File: src/pbmc_pkg.sv
// Package for the basic mode control register block of an integrated PHY.
// Assumes a classic Wishbone slave with 32-bit data and one 250 MHz clock.
`default_nettype none
package pbmc_pkg;
  // ==========================================================================
  // Register map
  localparam logic [7:0] PBMC_OFF_CONTROL = 8'h00;
  localparam logic [7:0] PBMC_OFF_NEGOTIATE = 8'h04;
  localparam logic [7:0] PBMC_OFF_STATUS = 8'h08;
  localparam logic [15:0] PBMC_CONTROL_RESET = 16'h3100;
  localparam logic [15:0] PBMC_CONTROL_WMASK = 16'hFB80;
  // ==========================================================================
  // Field positions
  localparam int PBMC_BIT_RESET = 15;
  localparam int PBMC_BIT_LOOPBACK = 14;
  localparam int PBMC_BIT_SPEED = 13;
  localparam int PBMC_BIT_AUTONEG = 12;
  localparam int PBMC_BIT_POWER_DOWN = 11;
  localparam int PBMC_BIT_RESTART = 9;
  localparam int PBMC_BIT_DUPLEX = 8;
  localparam int PBMC_BIT_COL_TEST = 7;
  // ==========================================================================
  // Timing
  localparam int PBMC_CLK_MHZ = 250;
  localparam int PBMC_RESET_NS = 400;
  localparam logic [7:0] PBMC_RESET_CYCLES = 8'(PBMC_RESET_NS * PBMC_CLK_MHZ / 1000);
  localparam int PBMC_LOOP_DEAD_MS = 720;
  localparam int PBMC_LOOP_DEAD_CYCLES = PBMC_LOOP_DEAD_MS * PBMC_CLK_MHZ * 1000;
  localparam logic [7:0] PBMC_AN_START_CYCLES = 8'h04;
  // Negotiation engine states.
  typedef enum logic [1:0] {PBMC_AN_IDLE, PBMC_AN_START, PBMC_AN_RUN} pbmc_an_type;
endpackage : pbmc_pkg
`default_nettype wire

File: src/pbmc_sync.sv
// Two-stage synchroniser for one level from outside the clock domain.
// Assumes the input may change at any time relative to clk.
`default_nettype none
module pbmc_sync (
  // Clock and reset
  input wire logic clk,
  input wire logic rst,
  // Level
  input wire logic async_in,
  output logic sync_out
);
  logic stage1;

  // ==========================================================================
  // Stage one is read only by stage two.
  always_ff @(posedge clk or posedge rst)
  begin
    if (rst)
    begin
      stage1 <= 1'b0;
      sync_out <= 1'b0;
    end
    else
    begin
      stage1 <= async_in;
      sync_out <= stage1;
    end
  end
endmodule : pbmc_sync
`default_nettype wire

File: src/pbmc_count.sv
// Down counter that reports busy while a loaded count runs out.
// Assumes a load pulse from logic on the same clock.
`default_nettype none
module pbmc_count (
  // Clock and reset
  input wire logic clk,
  input wire logic rst,
  // Control
  input wire logic load,
  input wire logic [7:0] count,
  output logic busy
);
  logic [7:0] remain;

  // ==========================================================================
  // Load wins over counting, so a repeated start restarts the wait.
  always_ff @(posedge clk or posedge rst)
  begin
    if (rst)
    begin
      remain <= 8'h00;
    end
    else if (load)
    begin
      remain <= count;
    end
    else if (remain != 8'h00)
    begin
      remain <= remain - 8'h01;
    end
  end

  assign busy = (remain != 8'h00);
endmodule : pbmc_count
`default_nettype wire

File: src/pbmc_top.sv
// Basic mode control register of an integrated Ethernet PHY, Wishbone slave.
// Assumes a classic Wishbone master on clk; tx_en and the negotiation result
// arrive from other clock domains and are synchronised here.
// Summary of operation
// - Writing one to reset returns every PHY control field to default.
// - Reset self-clears and reads one while the reset process runs.
// - Loopback field enables loopback; 100 Mbps loopback has dead time.
// - Without negotiation, speed field picks 100 Mbps at one, 10 otherwise.
// - With negotiation on, speed reads the negotiated speed.
// - Negotiation enable defaults one; selects reported or forced speed/duplex.
// - Power down field powers down all but the oscillator.
// - Restart reruns negotiation, reads one until negotiation really starts.
// - Restart does nothing while negotiation is disabled.
// - Writing zero to restart does not disturb running negotiation.
// - Without negotiation, duplex field one is full, zero half.
// - With negotiation on, duplex reads the negotiated duplex.
// - Collision test drives collision whenever transmit enable is high.
// - Control register at offset zero, reset value 3100H.
`default_nettype none
module pbmc_top
  import pbmc_pkg::*;
#(
  parameter int LOOP_DEAD_CYCLES = PBMC_LOOP_DEAD_CYCLES
)
(
  // Clock and reset
  input wire logic clk,
  input wire logic rst,
  // Wishbone slave
  input wire logic wb_cyc_i,
  input wire logic wb_stb_i,
  input wire logic wb_we_i,
  input wire logic [7:0] wb_adr_i,
  input wire logic [3:0] wb_sel_i,
  input wire logic [31:0] wb_dat_i,
  output logic [31:0] wb_dat_o,
  output logic wb_ack_o,
  // Media side
  input wire logic tx_en,
  input wire logic an_speed_100,
  input wire logic an_full_duplex,
  input wire logic an_done,
  output logic col,
  // PHY controls
  output logic phy_soft_reset,
  output logic loopback,
  output logic rx_dead,
  output logic speed_100,
  output logic full_duplex,
  output logic power_down,
  output logic an_start
);
  logic [15:0] phy_basic_control;
  logic reset_busy;
  logic reset_load;
  logic restart_pending;
  logic start_busy;
  logic start_load;
  logic tx_en_s;
  logic an_speed_s;
  logic an_duplex_s;
  logic an_done_s;
  logic [31:0] dead_count;
  pbmc_an_type an_state;
  logic wr_ctl;
  logic [15:0] wdata;
  logic [15:0] next_control;
  logic [15:0] read_control;

  // ==========================================================================
  // Synchronisers for inputs from other domains.
  pbmc_sync u_sync_tx (.clk(clk), .rst(rst), .async_in(tx_en), .sync_out(tx_en_s));
  pbmc_sync u_sync_sp (.clk(clk), .rst(rst), .async_in(an_speed_100), .sync_out(an_speed_s));
  pbmc_sync u_sync_dx (.clk(clk), .rst(rst), .async_in(an_full_duplex), .sync_out(an_duplex_s));
  pbmc_sync u_sync_dn (.clk(clk), .rst(rst), .async_in(an_done), .sync_out(an_done_s));

  // ==========================================================================
  // Bus decode: a write takes effect on the acknowledging edge.
  assign wr_ctl = wb_cyc_i && wb_stb_i && !wb_ack_o && wb_we_i
                  && (wb_adr_i == PBMC_OFF_CONTROL);

  // Byte enables merge the written lanes over the stored value.
  always_comb
  begin
    wdata = phy_basic_control;
    if (wb_sel_i[0])
    begin
      wdata[7:0] = wb_dat_i[7:0];
    end
    if (wb_sel_i[1])
    begin
      wdata[15:8] = wb_dat_i[15:8];
    end
  end

  // Next value: reserved bits and self-clearing bits are never stored.
  always_comb
  begin
    next_control = phy_basic_control;
    if (wr_ctl)
    begin
      next_control = wdata & PBMC_CONTROL_WMASK;
      next_control[PBMC_BIT_RESET] = 1'b0;
      next_control[PBMC_BIT_RESTART] = 1'b0;
    end
  end

  // ==========================================================================
  // Control register; a software reset restores the default value.
  always_ff @(posedge clk or posedge rst)
  begin
    if (rst)
    begin
      phy_basic_control <= PBMC_CONTROL_RESET;
    end
    else if (reset_load || reset_busy)
    begin
      phy_basic_control <= PBMC_CONTROL_RESET;
    end
    else
    begin
      phy_basic_control <= next_control;
    end
  end

  // Software reset starts a timed reset process.
  assign reset_load = wr_ctl && wb_sel_i[1] && wb_dat_i[PBMC_BIT_RESET];
  pbmc_count u_reset_cnt (
    .clk(clk),
    .rst(rst),
    .load(reset_load),
    .count(PBMC_RESET_CYCLES),
    .busy(reset_busy)
  );
  assign phy_soft_reset = reset_busy;

  // ==========================================================================
  // Restart request: held until the engine has started, ignored without
  // negotiation; a written zero leaves it and the engine alone.
  always_ff @(posedge clk or posedge rst)
  begin
    if (rst)
    begin
      restart_pending <= 1'b0;
    end
    else if (reset_load || reset_busy)
    begin
      restart_pending <= 1'b0;
    end
    else if (wr_ctl && wb_sel_i[1] && wb_dat_i[PBMC_BIT_RESTART]
             && next_control[PBMC_BIT_AUTONEG])
    begin
      restart_pending <= 1'b1;
    end
    else if (an_state == PBMC_AN_START && !start_busy)
    begin
      restart_pending <= 1'b0;
    end
  end

  assign start_load = restart_pending && an_state != PBMC_AN_START;
  pbmc_count u_start_cnt (
    .clk(clk),
    .rst(rst),
    .load(start_load),
    .count(PBMC_AN_START_CYCLES),
    .busy(start_busy)
  );

  // Negotiation sequencer.
  always_ff @(posedge clk or posedge rst)
  begin
    if (rst)
    begin
      an_state <= PBMC_AN_IDLE;
    end
    else if (!phy_basic_control[PBMC_BIT_AUTONEG] || reset_busy)
    begin
      an_state <= PBMC_AN_IDLE;
    end
    else
    begin
      case (an_state)
        PBMC_AN_IDLE:
        begin
          if (restart_pending)
          begin
            an_state <= PBMC_AN_START;
          end
        end
        PBMC_AN_START:
        begin
          if (!start_busy)
          begin
            an_state <= PBMC_AN_RUN;
          end
        end
        PBMC_AN_RUN:
        begin
          if (restart_pending)
          begin
            an_state <= PBMC_AN_START;
          end
          else if (an_done_s)
          begin
            an_state <= PBMC_AN_IDLE;
          end
        end
        default:
        begin
          an_state <= PBMC_AN_IDLE;
        end
      endcase
    end
  end

  assign an_start = (an_state == PBMC_AN_START) && !start_busy;

  // ==========================================================================
  // Loopback dead time in 100 Mbps operation.
  always_ff @(posedge clk or posedge rst)
  begin
    if (rst)
    begin
      dead_count <= 32'h00000000;
    end
    else if (wr_ctl && wdata[PBMC_BIT_LOOPBACK] && !loopback && speed_100)
    begin
      dead_count <= 32'(LOOP_DEAD_CYCLES);
    end
    else if (dead_count != 32'h00000000)
    begin
      dead_count <= dead_count - 32'h00000001;
    end
  end

  // ==========================================================================
  // Effective controls and collision test.
  always_ff @(posedge clk or posedge rst)
  begin
    if (rst)
    begin
      loopback <= 1'b0;
      power_down <= 1'b0;
      speed_100 <= 1'b1;
      full_duplex <= 1'b1;
      col <= 1'b0;
      rx_dead <= 1'b0;
    end
    else
    begin
      loopback <= phy_basic_control[PBMC_BIT_LOOPBACK];
      power_down <= phy_basic_control[PBMC_BIT_POWER_DOWN];
      speed_100 <= phy_basic_control[PBMC_BIT_AUTONEG] ? an_speed_s
                   : phy_basic_control[PBMC_BIT_SPEED];
      full_duplex <= phy_basic_control[PBMC_BIT_AUTONEG] ? an_duplex_s
                     : phy_basic_control[PBMC_BIT_DUPLEX];
      col <= phy_basic_control[PBMC_BIT_COL_TEST] && tx_en_s;
      rx_dead <= (dead_count != 32'h00000000);
    end
  end

  // Read view: live reset and restart, negotiated speed and duplex.
  always_comb
  begin
    read_control = phy_basic_control;
    read_control[PBMC_BIT_RESET] = reset_busy;
    read_control[PBMC_BIT_RESTART] = restart_pending;
    if (phy_basic_control[PBMC_BIT_AUTONEG])
    begin
      read_control[PBMC_BIT_SPEED] = an_speed_s;
      read_control[PBMC_BIT_DUPLEX] = an_duplex_s;
    end
  end

  // ==========================================================================
  // Wishbone answer: one wait state, unmapped addresses read zero.
  always_ff @(posedge clk or posedge rst)
  begin
    if (rst)
    begin
      wb_ack_o <= 1'b0;
      wb_dat_o <= 32'h00000000;
    end
    else
    begin
      wb_ack_o <= wb_cyc_i && wb_stb_i && !wb_ack_o;
      case (wb_adr_i)
        PBMC_OFF_CONTROL: wb_dat_o <= {16'h0000, read_control};
        PBMC_OFF_NEGOTIATE: wb_dat_o <= {29'h00000000, an_done_s, an_duplex_s, an_speed_s};
        PBMC_OFF_STATUS: wb_dat_o <= {28'h0000000, rx_dead, an_start, start_busy,
                                       reset_busy};
        default: wb_dat_o <= 32'h00000000;
      endcase
    end
  end
endmodule : pbmc_top
`default_nettype wire

File: config.mk
export PLATFORM = sky130hd
export DESIGN_NAME = pbmc_top
export DESIGN_NICKNAME = d
export VERILOG_FILES = /design/src/pbmc_pkg.sv /design/src/pbmc_sync.sv /design/src/pbmc_count.sv /design/src/pbmc_top.sv
export SDC_FILE = /design/constraint.sdc
export NUM_CORES = 1
export LEC_CHECK = 0
export ABC_AREA = 1
export BUFFER_PORTS_ARGS = -buffer_cell sky130_fd_sc_hd__buf_2
export CAP_MARGIN = 20
export CELL_PAD_IN_SITES_DETAIL_PLACEMENT = 1
export CELL_PAD_IN_SITES_GLOBAL_PLACEMENT = 1
export CORE_AREA = 2 2 108 110
export CTS_CLUSTER_SIZE = 24
export DETAILED_ROUTE_END_ITERATION = 6
export DIE_AREA = 0 0 110 112
export GPL_ROUTABILITY_DRIVEN = 0
export PLACE_DENSITY_LB_ADDON = 0.1
export RECOVER_POWER = 100
export SYNTH_ARGS = -nofsm -noshare
export SYNTH_HDL_FRONTEND = slang
export SYNTH_HIERARCHICAL = 1
export SYNTH_SLANG_ARGS = --single-unit
File: constraint.sdc
create_clock -name clk -period 4.31 [get_ports clk]
set_input_delay 0.2155 -clock clk [delete_from_list [all_inputs] [get_ports clk]]
set_output_delay 0.2155 -clock clk [all_outputs]
set_load 0.01 [all_outputs]
==> impl_summary.log, run 1 <==
[metrics] vias per cell: 4.84
[metrics] later-pin clock latency in the skew report: 350 ps
[metrics] start-to-end type of the worst setup path: flop to flop
[metrics] post-detailed-placement half-perimeter wirelength: 9530 um
[metrics] startpoint type of the worst setup path: flop
[metrics] Crit path required time: 4520 ps
[metrics] Net Sw Power: 0.680 mW
[metrics] Clock Root Buffer: sky130_fd_sc_hd__clkbuf_16
[metrics] die height: 112 um
[metrics] Hold WC Path Type: primary input to flop
[metrics] power density over the cells: 404 mW/mm2
[metrics] part of the total power dissipated in the clock network: 0.372
[metrics] post-CTS clock slew at the launch and capture registers of the worst setup and hold paths: 70 ps
[metrics] biggest fanout along the worst timing path: 11
[metrics] Vias: 4053
[metrics] initial antenna violation count: 0
[metrics] Die Area: 0.0123 mm2
[metrics] number of max-slew violations in the final report: 0
[metrics] synth top area cells: sky130_fd_sc_hd__dfrtp_1, sky130_fd_sc_hd__nand2_1, sky130_fd_sc_hd__nor2_1
[metrics] number of core rows: 39
[metrics] GRT overflow: 0
[metrics] die extent in x: 110 um
[metrics] sw frac: 0.312
[metrics] number of buffers and inverters on the critical path: 2
[metrics] number of nets still failing antenna checks after routing: 0
[metrics] cell occurring most often along the worst timing path: sky130_fd_sc_hd__nor2_1
[metrics] part of the total power dissipated in combinational logic: 0.176
[metrics] Top Ports: 94
[metrics] GRT Util Overall: 0.227
[metrics] maximum VDD drop: 311 uV
[metrics] DRC violation total after the first TritonRoute iteration: 150
[metrics] detailed-routing iteration count for the pre-antenna-repair pass: 4
[metrics] core area: 0.0112 mm2
[metrics] category of cells accounting for the largest share of critical-path delay: simple AND/OR/NAND/NOR gates
[metrics] Fmax achieved: 363 MHz
[metrics] via count of the first global-routing pass: 4305
[metrics] sequential cell fraction of total power: 0.451
[metrics] largest area contributor in the synthesized netlist: sky130_fd_sc_hd__dfrtp_1
[metrics] count of synthesis-stage warnings from yosys: 6
[metrics] cell internal pwr: 1.50 mW
[metrics] total leakage power: 2.61 nW
[metrics] drt drc: 0
[metrics] worst-margin pin slew: 870 ps
[metrics] maximum root-to-sink buffer count: 2
[metrics] data arrival time of the critical path: 2970 ps
[metrics] Max-slew headroom: 0.418
[metrics] Critical Path Max Stage Delay: 590 ps
[metrics] share of the yosys chip area belonging to registers: 0.442
[metrics] Routed WL per cell: 14.9 um
[metrics] Distinct cells, synth: 33
[metrics] number of port buffers: 51
[metrics] post-layout power: 2.18 mW
[metrics] final setup skew: 6.71 ps
[metrics] first-pass GRT wire length: 21400 um
[metrics] maximum number of pins on one net before global-route repair: 43
[metrics] area added between synthesis and finish: 11.8%
[metrics] number of nets in the finished design: 747
[metrics] fraction of final layout cells sized beyond drive strength 1: 0.120
[metrics] effective utilization at floorplan: 0.432
[metrics] hold violation total from the final report: 0
[metrics] final setup TNS: 0 ps
[metrics] Post-Synthesis Mean Instance Area: 7.86 um2
[metrics] Synth Instances: 614
[metrics] Max-Cap Viols: 0
[metrics] Inserted Clock Buffers: 9
[metrics] Diodes inserted: 0
[metrics] number of levels in the clock H-tree: 3
[metrics] series of cell instances along the critical path: inv_1, ha_1, nand2_1, nor2_1, nand2_2, clkinvlp_2, nand3_1, nor2_4, nor2_1
[metrics] crit end category: flop
[metrics] area fraction of the dominant cell type after synthesis: 0.415
[metrics] Syn Std Cell Area: 0.00482 mm2
[metrics] clock period minus final worst setup slack: 2760 ps
[metrics] RSZ-0062 raised after global routing: false
[metrics] clock tree from TritonCTS: yes
[metrics] share of the clock period used by the worst path: 0.639
[metrics] slowest stage cell, crit path: sky130_fd_sc_hd__nor2_4
[metrics] flop and latch count out of synthesis: 85
[metrics] sum of routed wire length over all layers: 12500 um
[metrics] post-CTS sizing: 0
[metrics] result of the run: complete, no violations
[metrics] number of failing setup endpoints in the final timing report: 0
[metrics] CTS sink cnt: 85
[tightest hold or removal path, stage by stage]
cell and delay, ps:
sky130_fd_sc_hd__buf_2 80, sky130_fd_sc_hd__nand2_1 40, sky130_fd_sc_hd__nand3_1 70
[power groups by stage]
stage / clock network [mW] / logic [mW] / registers [mW]
after detailed placement: 0 / 0.408 / 0.997
after global placement: 0 / 0.389 / 0.991
after floorplan: 0 / 0.333 / 0.973
final: 0.812 / 0.384 / 0.984
after CTS: 0.825 / 0.418 / 0.985
after global routing: 0.860 / 0.451 / 0.999
[synthesized netlist by cell type, drive strengths merged]
cell type	count
a21boi	2
a21oi	6
buf	25
clkinv	1
conb	2
dfrtp	80
dfstp	5
ha	5
inv	81
nand2	145
nand3	41
nand3b	6
nand4	14
nor2	138
nor3	7
o21ai	34
o21bai	6
or2	2
xnor2	8
xor2	6
[metrics by stage]
stage / hold slack (ps) / utilization / std cells / instance area, um2 / setup slack (ps)
2_1_floorplan: -43.3 / - / 645 / 4940 / 2570
3_3_place_gp: 155 / 0.464 / 815 / 5180 / 1890
3_5_place_dp: 163 / 0.464 / 815 / 5180 / 1860
4_1_cts: 77.9 / 0.495 / 836 / 5530 / 1820
5_1_grt: 101 / 0.483 / 837 / 5400 / 1350
6_report: 84.9 / 0.483 / 837 / 5400 / 1550
[repair_timing]
action	in CTS	in global routing
hold buffers	5	0
buffers inserted	0	0
hold endpoints to repair	44	0
[logic make-up after synthesis]
kind of cell | Yosys count | synth area share
and+or+nand+nor | 353 | 0.351
buffers and inverters | 107 | 0.106
DFF | 85 | 0.442
AOI/OAI and AO/OA | 48 | 0.0609
xor gates and xnor gates | 14 | 0.0254
adders and majority gates | 5 | 0.0130
other | 2 | 0.00156
[flip-flops by register name, summed over array words and instances, names as in the netlist, 2 cells and up]
name / cells
u_reset_cnt/remain: 8
phy_basic_control: 6
u_start_cnt/remain: 8
dead_count: 32
an_state: 2
wb_dat_o: 13
[routing by layer]
metal	track usage	part of all wire	vias up
met5	0	0	-
met3	0.0363	0.030	19
li1	-	-	2009
met1	0.307	0.47	1947
met4	0.0852	0.021	0
met2	0.362	0.48	78
[cell usage in the layout, fill, tap and decap left out, types with 2 or more instances in the layout]
cell type / count
sky130_fd_sc_hd__o21bai_1: 6
sky130_fd_sc_hd__nand4_1: 13
sky130_fd_sc_hd__dlygate4sd3_1: 5
sky130_fd_sc_hd__inv_1: 81
sky130_fd_sc_hd__or2_2: 2
sky130_fd_sc_hd__nand3_1: 40
sky130_fd_sc_hd__clkbuf_16: 9
sky130_fd_sc_hd__xnor2_1: 8
sky130_fd_sc_hd__buf_2: 25
sky130_fd_sc_hd__nor2_4: 10
sky130_fd_sc_hd__dfstp_2: 4
sky130_fd_sc_hd__a21boi_0: 2
sky130_fd_sc_hd__nor2_1: 112
sky130_fd_sc_hd__nand2_1: 141
sky130_fd_sc_hd__conb_1: 33
sky130_fd_sc_hd__o21ai_0: 30
sky130_fd_sc_hd__dfrtp_1: 80
sky130_fd_sc_hd__o21ai_2: 3
sky130_fd_sc_hd__xor2_1: 6
sky130_fd_sc_hd__nor2_2: 15
sky130_fd_sc_hd__a21oi_1: 6
sky130_fd_sc_hd__nand2_2: 4
sky130_fd_sc_hd__nor3_1: 7
sky130_fd_sc_hd__nand3b_1: 6
sky130_fd_sc_hd__ha_1: 5
sky130_fd_sc_hd__clkbuf_1: 28
[layout make-up]
class                      count  area, um2
clock inverter                 5       60.1
timing repair buffer          58        284
clock buffer                  11        243
tap                          143        179
inverter                      82        309
sequential                    85       2130
multi-input combinational    453       2190
fill                        1446       5780
[worst paths after layout]
kind	from	end	slack (ps)	cells after the start
min in group asynchronous	rst	u_sync_tx/stage1$_DFF_PP0_	400	3
worst min-delay path	wb_dat_i[8]	phy_basic_control[8]$_DFFE_PP1P_	80	3
worst max register to register	dead_count[0]$_DFFE_PP0P_	dead_count[30]$_DFFE_PP0P_	1550	9
worst max-delay path	dead_count[0]$_DFFE_PP0P_	dead_count[30]$_DFFE_PP0P_	1550	9
worst min register to register	u_sync_dn/stage1$_DFF_PP0_	u_sync_dn/sync_out$_DFF_PP0_	350	0
max in group asynchronous	rst	dead_count[23]$_DFFE_PP0P_	2550	4
(Power assumes the default switching activity.)
==> run 2: changes to the inputs <==
Settings changed: CORE_AREA 2 2 108 110 to 2 2 112 114, DIE_AREA 0 0 110 112 to 0 0 114 116.
Clock period 4.31 ns to 2.6 ns, I/O delays scaled along.
==> run 2 against run 1 <==
- first-iteration DRC count is 6.0% higher
- critical endpoint is now dead_count[1]$_DFFE_PP0P_
- worst hold slack got worse by 71 ps
- maximum frequency is 22% higher
- clock skew is 1.7 ps lower
- via count increased by 0.44%
==> impl_summary.log, run 2 (same netlist as run 1, synthesis figures left out) <==
[metrics] Inserted Clock Buffers: 9 (unchanged)
[metrics] Vias: 4071 (was 4053)
[metrics] leading cell types in the layout, fill and taps excluded: sky130_fd_sc_hd__nand2_1, sky130_fd_sc_hd__nor2_1, sky130_fd_sc_hd__inv_1 (unchanged)
[metrics] largest register by flop count: dead_count (unchanged)
[metrics] core area: 0.0119 mm2 (was 0.0112 mm2)
[metrics] hold violation total from the final report: 0 (unchanged)
[metrics] area added between synthesis and finish: 12.8% (was 11.8%)
[metrics] Cell Count Post-Placement: 823 (was 815)
[metrics] setup slack after layout: 336 ps (was 1550 ps)
[metrics] power density over the cells: 648 mW/mm2 (was 404 mW/mm2)
[metrics] crit end category: flop (unchanged)
[metrics] number of failing setup endpoints in the final timing report: 0 (unchanged)
[metrics] number of levels in the clock H-tree: 3 (unchanged)
[metrics] RSZ-0062 raised after global routing: false (unchanged)
[metrics] Fmax achieved: 442 MHz (was 363 MHz)
[metrics] later-pin clock latency in the skew report: 350 ps (about the same)
[metrics] launching instance or port of the critical path: dead_count[0]$_DFFE_PP0P_ (unchanged)
[metrics] Cell Area, Placed: 0.00523 mm2 (was 0.00518 mm2)
[metrics] result of the run: complete, no violations (unchanged)
[metrics] largest registers ranked by flip-flop count: dead_count x32, wb_dat_o x13 (unchanged)
[metrics] clock tree from TritonCTS: yes (unchanged)
[metrics] part of the total power dissipated in the clock network: 0.354 (was 0.372)
[metrics] final design utilization: 0.457 (was 0.483)
[metrics] first-pass GRT wire length: 21400 um (about the same)
[metrics] RR Startpoint: dead_count[0]$_DFFE_PP0P_ (unchanged)
[metrics] Top Ports: 94 (unchanged)
[metrics] detailed-routing iteration count for the pre-antenna-repair pass: 6 (was 4)
[metrics] number of core rows: 40 (was 39)
[metrics] effective utilization at floorplan: 0.405 (was 0.432)
[metrics] total area of multi-input combinational cells: 0.00221 mm2 (was 0.00219 mm2)
[metrics] number of nets still failing antenna checks after routing: 0 (unchanged)
[metrics] post-CTS clock slew at the launch and capture registers of the worst setup and hold paths: 70 ps (about the same)
[metrics] DRC violation total after the first TritonRoute iteration: 159 (was 150)
[metrics] startpoint type of the worst setup path: flop (unchanged)
[metrics] Routed WL per cell: 14.8 um (was 14.9 um)
[metrics] sequential cell fraction of total power: 0.463 (was 0.451)
[metrics] Crit path required time: 2830 ps (was 4520 ps)
[metrics] Max-slew headroom: 0.527 (was 0.418)
[metrics] area taken by flip-flops and latches: 0.00213 mm2 (unchanged)
[metrics] via count of the first global-routing pass: 4396 (was 4305)
[metrics] number of max-slew violations in the final report: 0 (unchanged)
[metrics] total leakage power: 2.65 nW (was 2.61 nW)
[metrics] R2R Setup Slk: 340 ps (was 1550 ps)
[metrics] initial antenna violation count: 0 (unchanged)
[metrics] maximum VDD drop: 360 uV (was 311 uV)
[metrics] GRT Util Overall: 0.209 (was 0.227)
[metrics] Max-Cap Viols: 0 (unchanged)
[metrics] cell internal pwr: 2.39 mW (was 1.50 mW)
[metrics] vias per cell: 4.82 (was 4.84)
[metrics] post-place setup slack: 436 ps (was 1860 ps)
[metrics] number of nets in the finished design: 750 (was 747)
[metrics] Clock Root Buffer: sky130_fd_sc_hd__clkbuf_16 (unchanged)
[metrics] final setup TNS: 0 ps (unchanged)
[metrics] GRT overflow: 0 (unchanged)
[metrics] CTS sink cnt: 85 (unchanged)
[metrics] most common cell after layout, fill and taps aside: sky130_fd_sc_hd__nand2_1 (unchanged)
[metrics] number of port buffers: 51 (unchanged)
[metrics] part of the total power dissipated in combinational logic: 0.183 (was 0.176)
[metrics] start-to-end type of the worst setup path: flop to flop (unchanged)
[metrics] clock period minus final worst setup slack: 2260 ps (was 2760 ps)
[metrics] maximum number of pins on one net before global-route repair: 46 (was 43)
[metrics] final setup skew: 4.99 ps (was 6.71 ps)
[metrics] biggest fanout along the worst timing path: 10 (was 11)
[metrics] share of the clock period used by the worst path: 0.871 (was 0.639)
[metrics] sum of routed wire length over all layers: 12500 um (unchanged)
[metrics] worst-margin pin slew: 709 ps (was 870 ps)
[metrics] final cell area excluding filler cells: 0.00544 mm2 (was 0.00540 mm2)
[metrics] drt drc: 0 (unchanged)
[metrics] fraction of final layout cells sized beyond drive strength 1: 0.126 (was 0.120)
[metrics] maximum root-to-sink buffer count: 2 (unchanged)
[metrics] Die Area: 0.0132 mm2 (was 0.0123 mm2)
[metrics] Hold Path Origin: wb_dat_i[8] (unchanged)
[metrics] Hold WC Path Type: primary input to flop (unchanged)
[metrics] Largest register FFs: 32 (unchanged)
[metrics] data arrival time of the critical path: 2490 ps (was 2970 ps)
[metrics] die extent in x: 114 um (was 110 um)
[metrics] post-detailed-placement half-perimeter wirelength: 9780 um (was 9530 um)
[metrics] die height: 116 um (was 112 um)
[metrics] post-CTS setup-driven buffer insertion count: 0 (unchanged)
[metrics] Diodes inserted: 0 (unchanged)
[metrics] non-filler instance count after layout: 844 (was 837)
[metrics] Net Sw Power: 1.13 mW (was 0.680 mW)
[metrics] FILL cells: 1519 (was 1446)
[metrics] sw frac: 0.321 (was 0.312)
## run 2: cell count changes in the layout (fill, tap and decap cells not counted), sizes merged
| cell | delta |
|---|---|
| clkinv | +1 |
| clkinvlp | +1 |
| bufinv | -1 |
| buf | +3 |
| clkbuf | -1 |
## run 2: timing repair
action | in CTS | in global routing
hold endpoints to repair | 43 | 0
gates resized for setup | 0 | 0
hold buffers | 5 | 0
## run 2: through the flow
stage	total power, mW	hold slack (ps)
after global routing	3.75	26.5
after global placement	2.29	76.8
after floorplan	2.16	-129
after detailed placement	2.33	92.7
final	3.53	14.3
after CTS	3.60	8.86
## run 2: path summary, 6_finish.rpt
kind | to | depth (start not counted)
worst max-delay path | dead_count[1]$_DFFE_PP0P_ | 9
worst min-delay path | phy_basic_control[8]$_DFFE_PP1P_ | 3
worst max register to register | dead_count[1]$_DFFE_PP0P_ | 9
worst min register to register | u_sync_dx/sync_out$_DFF_PP0_ | 0
max in group asynchronous | phy_basic_control[13]$_DFFE_PP1P_ | 4
min in group asynchronous | u_sync_sp/stage1$_DFF_PP0_ | 3
## run 2: layout make-up
type                    instances  area share
inverters                      82      0.0568
repair buffers                 61      0.0586
multi-input cells             453       0.407
clock inverters                 6     0.00850
well taps                     147      0.0338
flip-flops and latches         85       0.392
clock buffers                  10      0.0439
## run 2: worst max-delay path, cell delays in order (launching register included)
cell,delay (ps)
sky130_fd_sc_hd__dfrtp_1,380
sky130_fd_sc_hd__inv_1,130
sky130_fd_sc_hd__ha_1,390
sky130_fd_sc_hd__nand2_4,130
sky130_fd_sc_hd__nor2_8,150
sky130_fd_sc_hd__nand2_1,100
sky130_fd_sc_hd__clkinvlp_2,130
sky130_fd_sc_hd__nand3_1,380
sky130_fd_sc_hd__nand2_1,240
sky130_fd_sc_hd__o21ai_0,110
## run 2: power groups by stage
stage / Sequential [mW] / Combinational, mW / Clock (mW)
2_1_floorplan: 1.61 / 0.552 / 0
3_3_place_gp: 1.65 / 0.644 / 0
3_5_place_dp: 1.65 / 0.679 / 0
4_1_cts: 1.63 / 0.690 / 1.28
5_1_grt: 1.66 / 0.760 / 1.33
6_report: 1.63 / 0.647 / 1.25
## run 2: metal layers
layer  share of wire  global-route usage  vias to the layer above
met3           0.030              0.0340                       16
li1                -                   -                     2016
met5               0                   0                        -
met2            0.48               0.350                       73
met4           0.019              0.0862                        0
met1            0.48               0.272                     1966
